[config.mk]
export PLATFORM = sky130hd
export DESIGN_NAME = fpdc_ctrl
export DESIGN_NICKNAME = d
export VERILOG_FILES = /design/src/verilog/fpdc_pkg.sv /design/src/verilog/fpdc_decode.sv /design/src/verilog/fpdc_ctrl.sv
export VERILOG_INCLUDE_DIRS = /design/src /design/src/verilog
export SDC_FILE = /design/constraint.sdc
export NUM_CORES = 1
export LEC_CHECK = 0
export BUFFER_PORTS_ARGS = -buffer_cell sky130_fd_sc_hd__buf_2
export CORE_MARGIN = 4
export CORE_UTILIZATION = 35
export DETAILED_ROUTE_END_ITERATION = 8
export GPL_ROUTABILITY_DRIVEN = 0
export PLACE_DENSITY = 0.65
export RECOVER_POWER = 50
export SYNTH_ARGS = -nofsm -noshare
export SYNTH_HDL_FRONTEND = slang
export SYNTH_SLANG_ARGS = --single-unit
[constraint.sdc]
create_clock -name clk -period 1.55 [get_ports clk]
set_input_delay 0.155 -clock clk [delete_from_list [all_inputs] [get_ports clk]]
set_output_delay 0.155 -clock clk [all_outputs]
set_load 0.03 [all_outputs]
[src/verilog/fpdc_consts.svh]
/*
 Constants for the floating point datapath control block: instruction field
 positions, status bit positions, mode bit positions and pipeline depth.
 Assumes it is included by bare name from verilog/.
*/
`ifndef FPDC_CONSTS_SVH
`define FPDC_CONSTS_SVH

`define FPDC_F_HI        32
`define FPDC_F_LO        30
`define FPDC_A_HI        29
`define FPDC_A_LO        25
`define FPDC_B_HI        24
`define FPDC_B_LO        20
`define FPDC_C_HI        19
`define FPDC_C_LO        15
`define FPDC_WEN_BIT     14
`define FPDC_IO_HI       13
`define FPDC_IO_LO       12
`define FPDC_D_HI        11
`define FPDC_D_LO        7
`define FPDC_ABS_HI      6
`define FPDC_ABS_LO      4
`define FPDC_ADST_HI     3
`define FPDC_ADST_LO     2
`define FPDC_MBIN_BIT    1
`define FPDC_COND_UPDATE_ENABLE_BIT    0
`define FPDC_MBS_BIT     33

`define FPDC_MODE_UFL_EN 2
`define FPDC_MODE_LBYP   3
`define FPDC_MODE_SBYP   4
`define FPDC_MODE_OFL_EN 5
`define FPDC_MODE_COPRO  6
`define FPDC_MODE_DLOAD  9
`define FPDC_MODE_MFB    11
`define FPDC_MODE_SPLIT  12
`define FPDC_MODE_RESET  13'h0000

`define FPDC_STAT_OFL    0
`define FPDC_STAT_UFL    1
`define FPDC_STAT_RESET  2'h0

`define FPDC_PIPE_DEPTH  3

`endif

[src/verilog/fpdc_pkg.sv]
/*
 Types for the floating point datapath control block.
 Assumes fpdc_consts.svh is on the include path.
*/
package fpdc_pkg;

  typedef enum logic [2:0] {
    FPDC_FN_MISC  = 3'h0,
    FPDC_FN_SUBR  = 3'h1,
    FPDC_FN_SUB   = 3'h2,
    FPDC_FN_ADD   = 3'h3,
    FPDC_FN_RSVD  = 3'h4,
    FPDC_FN_MNA   = 3'h5,
    FPDC_FN_MNS   = 3'h6,
    FPDC_FN_MAC   = 3'h7
  } fpdc_func_t;

  typedef enum logic [3:0] {
    FPDC_OP_NONE  = 4'h0,
    FPDC_OP_MAC   = 4'h1,
    FPDC_OP_MNS   = 4'h2,
    FPDC_OP_MNA   = 4'h3,
    FPDC_OP_ADD   = 4'h4,
    FPDC_OP_SUB   = 4'h5,
    FPDC_OP_SUBR  = 4'h6,
    FPDC_OP_LUT   = 4'h7,
    FPDC_OP_FIX   = 4'h8,
    FPDC_OP_FLOAT = 4'h9,
    FPDC_OP_ABS   = 4'hA,
    FPDC_OP_LDM   = 4'hB,
    FPDC_OP_RDST  = 4'hC,
    FPDC_OP_CLST  = 4'hD,
    FPDC_OP_RSVD  = 4'hE
  } fpdc_op_t;

  typedef enum logic [1:0] {
    FPDC_IO_NOP   = 2'h0,
    FPDC_IO_LDC   = 2'h1,
    FPDC_IO_ST    = 2'h2,
    FPDC_IO_LD    = 2'h3
  } fpdc_io_t;

  typedef enum logic [1:0] {
    FPDC_CSRC_RES = 2'h0,
    FPDC_CSRC_X   = 2'h1,
    FPDC_CSRC_LUT = 2'h2,
    FPDC_CSRC_X2  = 2'h3
  } fpdc_csrc_t;

endpackage : fpdc_pkg

[src/verilog/fpdc_decode.sv]
/*
 Instruction decoder: maps the function field and, for miscellaneous
 operations, the B address field to one operation code.
 Assumes a registered instruction word at its input; purely combinational.
*/
`timescale 1ns/1ps
`include "fpdc_consts.svh"

module fpdc_decode (
  input  wire logic [2:0]       func,
  input  wire logic [4:0]       b_addr,
  output fpdc_pkg::fpdc_op_t    op
);
  import fpdc_pkg::*;

  always_comb begin
    op = FPDC_OP_RSVD;
    case (fpdc_func_t'(func))
      FPDC_FN_MAC:  op = FPDC_OP_MAC;
      FPDC_FN_MNS:  op = FPDC_OP_MNS;
      FPDC_FN_MNA:  op = FPDC_OP_MNA;
      FPDC_FN_ADD:  op = FPDC_OP_ADD;
      FPDC_FN_SUB:  op = FPDC_OP_SUB;
      FPDC_FN_SUBR: op = FPDC_OP_SUBR;
      FPDC_FN_MISC: begin
        case (b_addr)
          5'h07:   op = FPDC_OP_LUT;
          5'h06:   op = FPDC_OP_FIX;
          5'h05:   op = FPDC_OP_FLOAT;
          5'h04:   op = FPDC_OP_ABS;
          5'h03:   op = FPDC_OP_LDM;
          5'h01:   op = FPDC_OP_RDST;
          5'h00:   op = FPDC_OP_CLST;
          default: op = FPDC_OP_RSVD;
        endcase
      end
      default:      op = FPDC_OP_RSVD;
    endcase
  end

endmodule : fpdc_decode

[src/verilog/fpdc_ctrl.sv]
/*
 Control logic of a 32-bit floating point datapath: instruction register,
 three-stage pipeline of write controls, bypass selects, mode and status
 registers, exception output and I/O port direction.
 Assumes the sequencer drives the code word and ports synchronous to clk;
 the arithmetic units sit outside and report flags back.
*/
`timescale 1ns/1ps
`include "fpdc_consts.svh"

module fpdc_ctrl #(
  parameter int DATA_W  = 32,
  parameter int CODE_W  = 34
) (
  input  wire logic                 clk,
  input  wire logic                 rst_b,
  input  wire logic [CODE_W-1:0]    code_in,
  input  wire logic                 cancel_write_n,
  input  wire logic                 abort_n,
  input  wire logic                 stall_n,
  input  wire logic                 io_port_out_enable_n,
  input  wire logic [DATA_W-1:0]    x_in,
  output logic      [DATA_W-1:0]    x_out,
  output logic                      x_oe,
  input  wire logic [DATA_W-1:0]    y_in,
  input  wire logic [DATA_W-1:0]    d_read_data,
  input  wire logic [DATA_W-1:0]    result_bus,
  input  wire logic [DATA_W-1:0]    lut_data,
  input  wire logic                 res_overflow,
  input  wire logic                 res_underflow,
  input  wire logic                 res_le_zero,
  input  wire logic                 res_zero,
  output logic      [DATA_W-1:0]    c_bus,
  output logic      [DATA_W-1:0]    x_reg,
  output logic      [DATA_W-1:0]    x_fall_reg,
  output logic      [DATA_W-1:0]    y_reg,
  output logic                      a_from_x,
  output logic                      mb_from_c,
  output logic                      b_from_y,
  output logic                      d_write,
  output logic      [4:0]           d_addr,
  output logic                      c_write,
  output logic      [4:0]           c_addr,
  output logic      [1:0]           treg_dest,
  output logic                      treg_write,
  output fpdc_pkg::fpdc_op_t        op_issue,
  output logic      [12:0]          mode,
  output logic      [1:0]           fp_exception_status,
  output logic                      exception_out,
  output logic                      le_zero_condition,
  output logic                      zero_condition
);
  import fpdc_pkg::*;

  localparam int DEPTH = `FPDC_PIPE_DEPTH;

  // ****************************************
  // Instruction register and decode
  // ****************************************
  logic [CODE_W-1:0] ir;
  fpdc_op_t          op;
  fpdc_io_t          io;
  logic [4:0]        a_addr;
  logic [4:0]        b_addr;

  always_ff @(posedge clk) begin
    if (!rst_b) begin
      ir <= {CODE_W{1'b1}};
    end else begin
      ir <= code_in;
    end
  end

  fpdc_decode u_decode (
    .func   (ir[`FPDC_F_HI:`FPDC_F_LO]),
    .b_addr (ir[`FPDC_B_HI:`FPDC_B_LO]),
    .op     (op)
  );

  assign io       = fpdc_io_t'(ir[`FPDC_IO_HI:`FPDC_IO_LO]);
  assign a_addr   = ir[`FPDC_A_HI:`FPDC_A_LO];
  assign b_addr   = ir[`FPDC_B_HI:`FPDC_B_LO];
  assign d_addr   = ir[`FPDC_D_HI:`FPDC_D_LO];
  assign op_issue = op;
  assign b_from_y = ir[`FPDC_MBS_BIT];

  function automatic logic is_load(input fpdc_io_t v);
    is_load = (v == FPDC_IO_LD) || (v == FPDC_IO_LDC);
  endfunction : is_load

  function automatic logic writes_result(input fpdc_op_t v);
    writes_result = !(v == FPDC_OP_LDM || v == FPDC_OP_RDST ||
                      v == FPDC_OP_CLST || v == FPDC_OP_RSVD ||
                      v == FPDC_OP_NONE);
  endfunction : writes_result

  // ****************************************
  // Write-control pipeline
  // ****************************************
  // Stage 0 is the cycle after issue; stage DEPTH-1 is the write-back cycle.
  logic [4:0]     c_addr_p [DEPTH];
  logic           wen_n_p  [DEPTH];
  logic           cond_update_enable_p   [DEPTH];
  logic [1:0]     adst_p   [DEPTH];
  fpdc_op_t       op_p     [DEPTH];
  logic           live_p   [DEPTH];
  logic           abort_q;
  logic           live0;

  always_ff @(posedge clk) begin
    if (!rst_b) begin
      abort_q <= 1'b0;
    end else begin
      abort_q <= !abort_n;
    end
  end

  assign live0 = cancel_write_n && abort_n && !abort_q && stall_n;

  always_ff @(posedge clk) begin
    if (!rst_b) begin
      for (int i = 0; i < DEPTH; i++) begin
        c_addr_p[i] <= 5'h00;
        wen_n_p[i]  <= 1'b1;
        cond_update_enable_p[i]   <= 1'b0;
        adst_p[i]   <= 2'h3;
        op_p[i]     <= FPDC_OP_NONE;
        live_p[i]   <= 1'b0;
      end
    end else begin
      c_addr_p[0] <= ir[`FPDC_C_HI:`FPDC_C_LO];
      wen_n_p[0]  <= ir[`FPDC_WEN_BIT] || !live0;
      cond_update_enable_p[0]   <= ir[`FPDC_COND_UPDATE_ENABLE_BIT] && live0;
      adst_p[0]   <= live0 ? ir[`FPDC_ADST_HI:`FPDC_ADST_LO] : 2'h3;
      op_p[0]     <= op;
      live_p[0]   <= live0;
      for (int i = 1; i < DEPTH; i++) begin
        c_addr_p[i] <= c_addr_p[i-1];
        wen_n_p[i]  <= wen_n_p[i-1];
        cond_update_enable_p[i]   <= cond_update_enable_p[i-1];
        adst_p[i]   <= adst_p[i-1];
        op_p[i]     <= op_p[i-1];
        live_p[i]   <= live_p[i-1];
      end
    end
  end

  assign c_addr     = c_addr_p[DEPTH-1];
  assign c_write    = !wen_n_p[DEPTH-1];
  assign treg_dest  = adst_p[DEPTH-1];
  assign treg_write = live_p[DEPTH-1] && (adst_p[DEPTH-1] != 2'h3) &&
                      writes_result(op_p[DEPTH-1]);

  // ****************************************
  // Mode register
  // ****************************************
  always_ff @(posedge clk) begin
    if (!rst_b) begin
      mode <= `FPDC_MODE_RESET;
    end else if (op == FPDC_OP_LDM) begin
      mode <= {ir[`FPDC_ABS_HI:`FPDC_ABS_LO], ir[`FPDC_C_HI:`FPDC_C_LO], a_addr};
    end
  end

  // ****************************************
  // Port registers and bypass selects
  // ****************************************
  logic copro;
  logic ld_now;
  logic st_now;
  logic st_q;
  logic rdst_q;
  logic [DATA_W-1:0] c_q;

  assign copro  = mode[`FPDC_MODE_COPRO];
  assign ld_now = copro ? 1'b0 : is_load(io);

  always_ff @(posedge clk) begin
    if (!rst_b) begin
      x_reg <= '0;
    end else begin
      x_reg <= x_in;
    end
  end

  always_ff @(negedge clk) begin
    if (!rst_b) begin
      x_fall_reg <= '0;
    end else if (mode[`FPDC_MODE_DLOAD]) begin
      x_fall_reg <= x_in;
    end
  end

  always_ff @(negedge clk) begin
    if (!rst_b) begin
      y_reg <= '0;
    end else if (mode[`FPDC_MODE_SPLIT]) begin
      y_reg <= y_in;
    end
  end

  logic [DATA_W-1:0] y_rise;
  always_ff @(posedge clk) begin
    if (!rst_b) begin
      y_rise <= '0;
    end else begin
      y_rise <= y_in;
    end
  end

  logic copro_ld_q;
  always_ff @(posedge clk) begin
    if (!rst_b) begin
      copro_ld_q <= 1'b0;
    end else begin
      copro_ld_q <= copro && is_load(io);
    end
  end

  assign d_write  = ld_now || copro_ld_q;

  assign a_from_x = !copro && mode[`FPDC_MODE_LBYP] && (a_addr == d_addr) &&
                    (is_load(io) || io == FPDC_IO_NOP);

  assign mb_from_c = ir[`FPDC_MBIN_BIT] ||
                     (!copro && mode[`FPDC_MODE_MFB] &&
                      (b_addr == c_addr_p[DEPTH-1]) && !wen_n_p[DEPTH-1]);

  always_comb begin
    c_bus = result_bus;
    if (op_p[DEPTH-1] == FPDC_OP_LUT) begin
      c_bus = lut_data;
    end else if (io == FPDC_IO_LDC && !copro) begin
      c_bus = x_reg;
    end else if (mode[`FPDC_MODE_DLOAD]) begin
      c_bus = x_fall_reg;
    end else if (mode[`FPDC_MODE_SPLIT]) begin
      c_bus = y_reg;
    end
  end

  assign st_now = (io == FPDC_IO_ST);

  // drive the cycle after a store
  always_ff @(posedge clk) begin
    if (!rst_b) begin
      st_q   <= 1'b0;
      rdst_q <= 1'b0;
      c_q    <= '0;
    end else begin
      st_q   <= st_now && stall_n;
      rdst_q <= (op == FPDC_OP_RDST);
      if (!copro && mode[`FPDC_MODE_SBYP] && (d_addr == c_addr_p[DEPTH-1]) &&
          !wen_n_p[DEPTH-1]) begin
        c_q <= c_bus;
      end else begin
        c_q <= d_read_data;
      end
    end
  end

  // read status relies on store code
  always_comb begin
    x_out = c_q;
    if (rdst_q) begin
      x_out = {{(DATA_W-2){1'b0}}, fp_exception_status};
    end
  end

  assign x_oe = st_q && !io_port_out_enable_n;

  // ****************************************
  // Status, exception and condition
  // ****************************************
  logic last_live;
  assign last_live = live_p[DEPTH-1] && writes_result(op_p[DEPTH-1]) &&
                     (op_p[DEPTH-1] != FPDC_OP_LUT);

  always_ff @(posedge clk) begin
    if (!rst_b) begin
      fp_exception_status <= `FPDC_STAT_RESET;
    end else begin
      fp_exception_status <= ((op == FPDC_OP_CLST) && live0) ? `FPDC_STAT_RESET
                                                               : fp_exception_status;
      if (last_live && res_overflow) begin
        fp_exception_status[`FPDC_STAT_OFL] <= 1'b1;
      end
      if (last_live && res_underflow) begin
        fp_exception_status[`FPDC_STAT_UFL] <= 1'b1;
      end
    end
  end

  assign exception_out =
    (mode[`FPDC_MODE_OFL_EN] && fp_exception_status[`FPDC_STAT_OFL]) ||
    (mode[`FPDC_MODE_UFL_EN] && fp_exception_status[`FPDC_STAT_UFL]);

  always_ff @(posedge clk) begin
    if (!rst_b) begin
      le_zero_condition <= 1'b0;
      zero_condition    <= 1'b0;
    end else if (cond_update_enable_p[DEPTH-1]) begin
      le_zero_condition <= res_le_zero;
      zero_condition    <= res_zero;
    end
  end

  // Rising-edge Y copy is kept for single transfer mode; it drives no output in any mode.
  logic unused_y;
  assign unused_y = ^y_rise;

endmodule : fpdc_ctrl

==> impl_results.md <==
- Critical path arrival: 2420 ps
- Leakage: 8.47 nW
- Mapped cell area: 0.00952 sq mm
- Final setup violation count: 249
- Via count: 11,000
- Worst Hold End: c_q[30]
- Largest reg by FF count: ir
- R2R Path Start: y_reg[15]
- Cell-internal power: 11.2 mW
- Worst Hold Slack: 72.6 ps
- IO Port Bufs: 404
- Most area-consuming cells after synthesis: dfxtp_1 (47%), mux2i_1 (12%), nand2b_1 (4.9%)
- Seq/Total Area, Yosys: 47.3%
- # IOs: 405
- Most numerous cell in the Yosys netlist: dfxtp_1
- Grt ovf: 0
- Fill cell count: 1,803
- H-tree Lvls: 1
- Cell Area, Placed: 0.0133 sq mm
- Final Hold Fails: 0
- Max stage delay on crit path: 350 ps
- Fin Clk Skew: 74.6 ps
- Final ANT Viol Nets: 0
- Num CTS Buffers: 26
- WL per Instance: 21.6 um
- Synthesis-stage register bit count: 225
- Synthesis-to-layout area growth: 93.4%
- First-pass GRT wire length: 61.6 mm
- Predominant post-synthesis flop cell: dfxtp_1
- Hold Path Depth: 4
- Reg2Reg Setup Slack: -570 ps
- Clk sink count: 225
- Cell family with most CP delay: compound AO/OA/AOI/OAI gates
- Part of the power in registers: 38.6%
- Worst relative slew slack: 50.9%
- Leading area contributor after synthesis: dfxtp_1
- 1st-iter DRT viols: 649
- Die width: 173 um
- Number of global-route vias before repair: 11,100
- Worst Reg-to-Reg Cells: 5
- TritonCTS clock tree: yes
- RSZ-0062 raised after global routing: yes
- Syn avg cell area: 9.68 sq um
- Asr flop ratio synth: 0%
- CP bufs+invs: 1
- Full die area: 0.0299 sq mm
- Net Sw Frac: 27.5%
- WL final: 45.3 mm
- Layout cell share with drive strength beyond 1: 54.2%
- Core area: 0.0269 sq mm
- Sw power: 4.23 mW
- Critical path's slowest cell: dfxtp_4
- PD cells: 836 mW/mm^2
- HP Class: primary input to flip-flop
- CTS Buffer Depth: 3
- Total track usage: 25.7%
- DRC: 0
- Post-synth EDFFs: 0
- Detailed Place HPWL: 26.2 mm
- Max-Cap Viols: 0
- Portion of total power attributed to the clock network: 46.9%
- Critical path startpoint category: flip-flop
- DRT Pass-1 Iters: 5
- Rows: 60
- Worst-Skew Late Latency: 600 ps
- Top-area cell type share of the netlist area: 47.3%
- Clk Tree Root Cell: clkbuf_16
- Die height: 173 um
- Routed vias/inst: 5.24
- Post-Synthesis Cells: 984
- Failing checks: negative setup slack
- CP cell instances: mux2i_2 > a211oi_2 > o21a_2 > buf_6
- Mapped Nets: 1,188
- HP Start: lut_data[30]
- Power, Total: 15.4 mW
- CP Capture Type: primary output
- Initial antenna violation count: 7
- Status: finished, violations left
- Reg clk slew, reported paths: 60 ps
- Post-route cell area: 0.0184 sq mm
- Synth cell types: 48
- Crit-path max FO: 2
- Comb power frac: 14.5%
- Initial Util: 35.4%
- Synth Warn #: 0
- Synth cell count leaders: dfxtp_1 (225), mux2i_1 (112), nor2_1 (84), nand2b_1 (74), nor2b_1 (66)
- Largest net degree at the start of global routing: 47
- Max reg flops: 34
- Final net count: 1,935
- Kind of critical path: flip-flop to primary output
- Slew Viols, Final: 0
- Slew @ Worst Pin: 736 ps
- PnR worst setup slack: -1020 ps
- CP Data Required Time: 1390 ps
- Max IR drop VDD: 0.907 mV
- Reg2reg end: c_q[15]
## stage by stage
stage / TNS, ps / util, % / setup WS, ps / cells
after detailed placement: -33730 / 49.5 / -410 / 1787
after floorplan: -39090 / - / -408 / 984
after global placement: -31700 / 49.5 / -417 / 1787
after CTS: -100690 / 63.9 / -994 / 2049
final: -102780 / 68.5 / -1020 / 2096
after global routing: -113720 / 68.5 / -1060 / 2096
## cell type report
cell class / count / area (sq um) / share of cell area (%)
diodes: 4 / 10.0 / 0.0544
repair buffers: 743 / 6510 / 35.3
flip-flops and latches: 225 / 4770 / 25.9
clock inverters: 80 / 417 / 2.26
clock buffers: 32 / 744 / 4.04
multi-input cells: 665 / 5510 / 29.9
well taps: 341 / 427 / 2.32
inverters: 6 / 25.0 / 0.136
## cells by family (layout without fill, tap and decap cells)
kind of cell | after synthesis | in the layout | synth area share, %
simple gates | 324 | 325 | 19.0
flops | 225 | 225 | 47.3
compound gates | 208 | 208 | 15.1
mux | 114 | 114 | 12.0
buf+inv | 95 | 861 | 4.90
xor+xnor | 18 | 18 | 1.66
other cells | 0 | 4 | 0
## cell usage in the layout, fill, tap and decap left out, types with 11 or more instances in the layout
cell             n
a211oi_2        33
a21o_1          34
a21oi_1         27
and2_1          55
buf_12          20
buf_2          264
buf_4          112
buf_6          210
buf_8           13
clkbuf_16       32
dfxtp_1        144
dfxtp_2         15
dfxtp_4         66
dlygate4sd3_1  104
inv_1           69
mux2i_1         80
mux2i_2         30
nand2b_1        74
nor2_1          83
nor2b_1         33
nor2b_4         25
o2111ai_1       14
o2111ai_2       11
o21a_2          32
o21ai_0         32
## worst register-to-register path, delay by kind of cell, from the launching register on
kind / cells / cell delay (ps)
buf+inv: 1 / 180
flops: 1 / 350
compound gates: 3 / 600
mux: 1 / 70
## power groups by stage
stage | Sequential, mW | Combinational, mW | Clock, mW
final | 5.95 | 2.24 | 7.22
after global routing | 5.96 | 2.34 | 7.68
after CTS | 5.94 | 2.01 | 7.25
after detailed placement | 6.05 | 1.59 | 0.251
after global placement | 6.04 | 1.58 | 0.251
after floorplan | 6.12 | 0.824 | 0.251
## metal layers
metal | GRT usage [%] | routed length [um]
met1 | 28.4 | 16200
met2 | 46.8 | 22700
met3 | 5.95 | 3620
met4 | 11.5 | 2710
met5 | 0 | 33
## worst max-delay path by stage
stage / from / to / slack [ps] / depth (start not counted)
6_report: y_reg[15] / c_bus[15] / -1020 / 4
2_1_floorplan: mode[9] / x_fall_reg[27] / -410 / 5
3_3_place_gp: y_reg[0] / c_bus[0] / -420 / 4
3_5_place_dp: y_reg[0] / c_bus[0] / -410 / 4
5_1_grt: y_reg[15] / c_bus[15] / -1060 / 4
4_1_cts: y_reg[0] / c_bus[0] / -990 / 4
## repair_timing
item | CTS | global route
endpoints found under the setup margin | 249 | 251
endpoints found under the hold margin | 106 | 0
setup buffers | 41 | 66
hold buffers | 104 | 0
gates cloned | 6 | 8
pin swaps | 38 | 65
resized for setup | 343 | 262
Note: power is estimated with default switching activity, not from simulation.
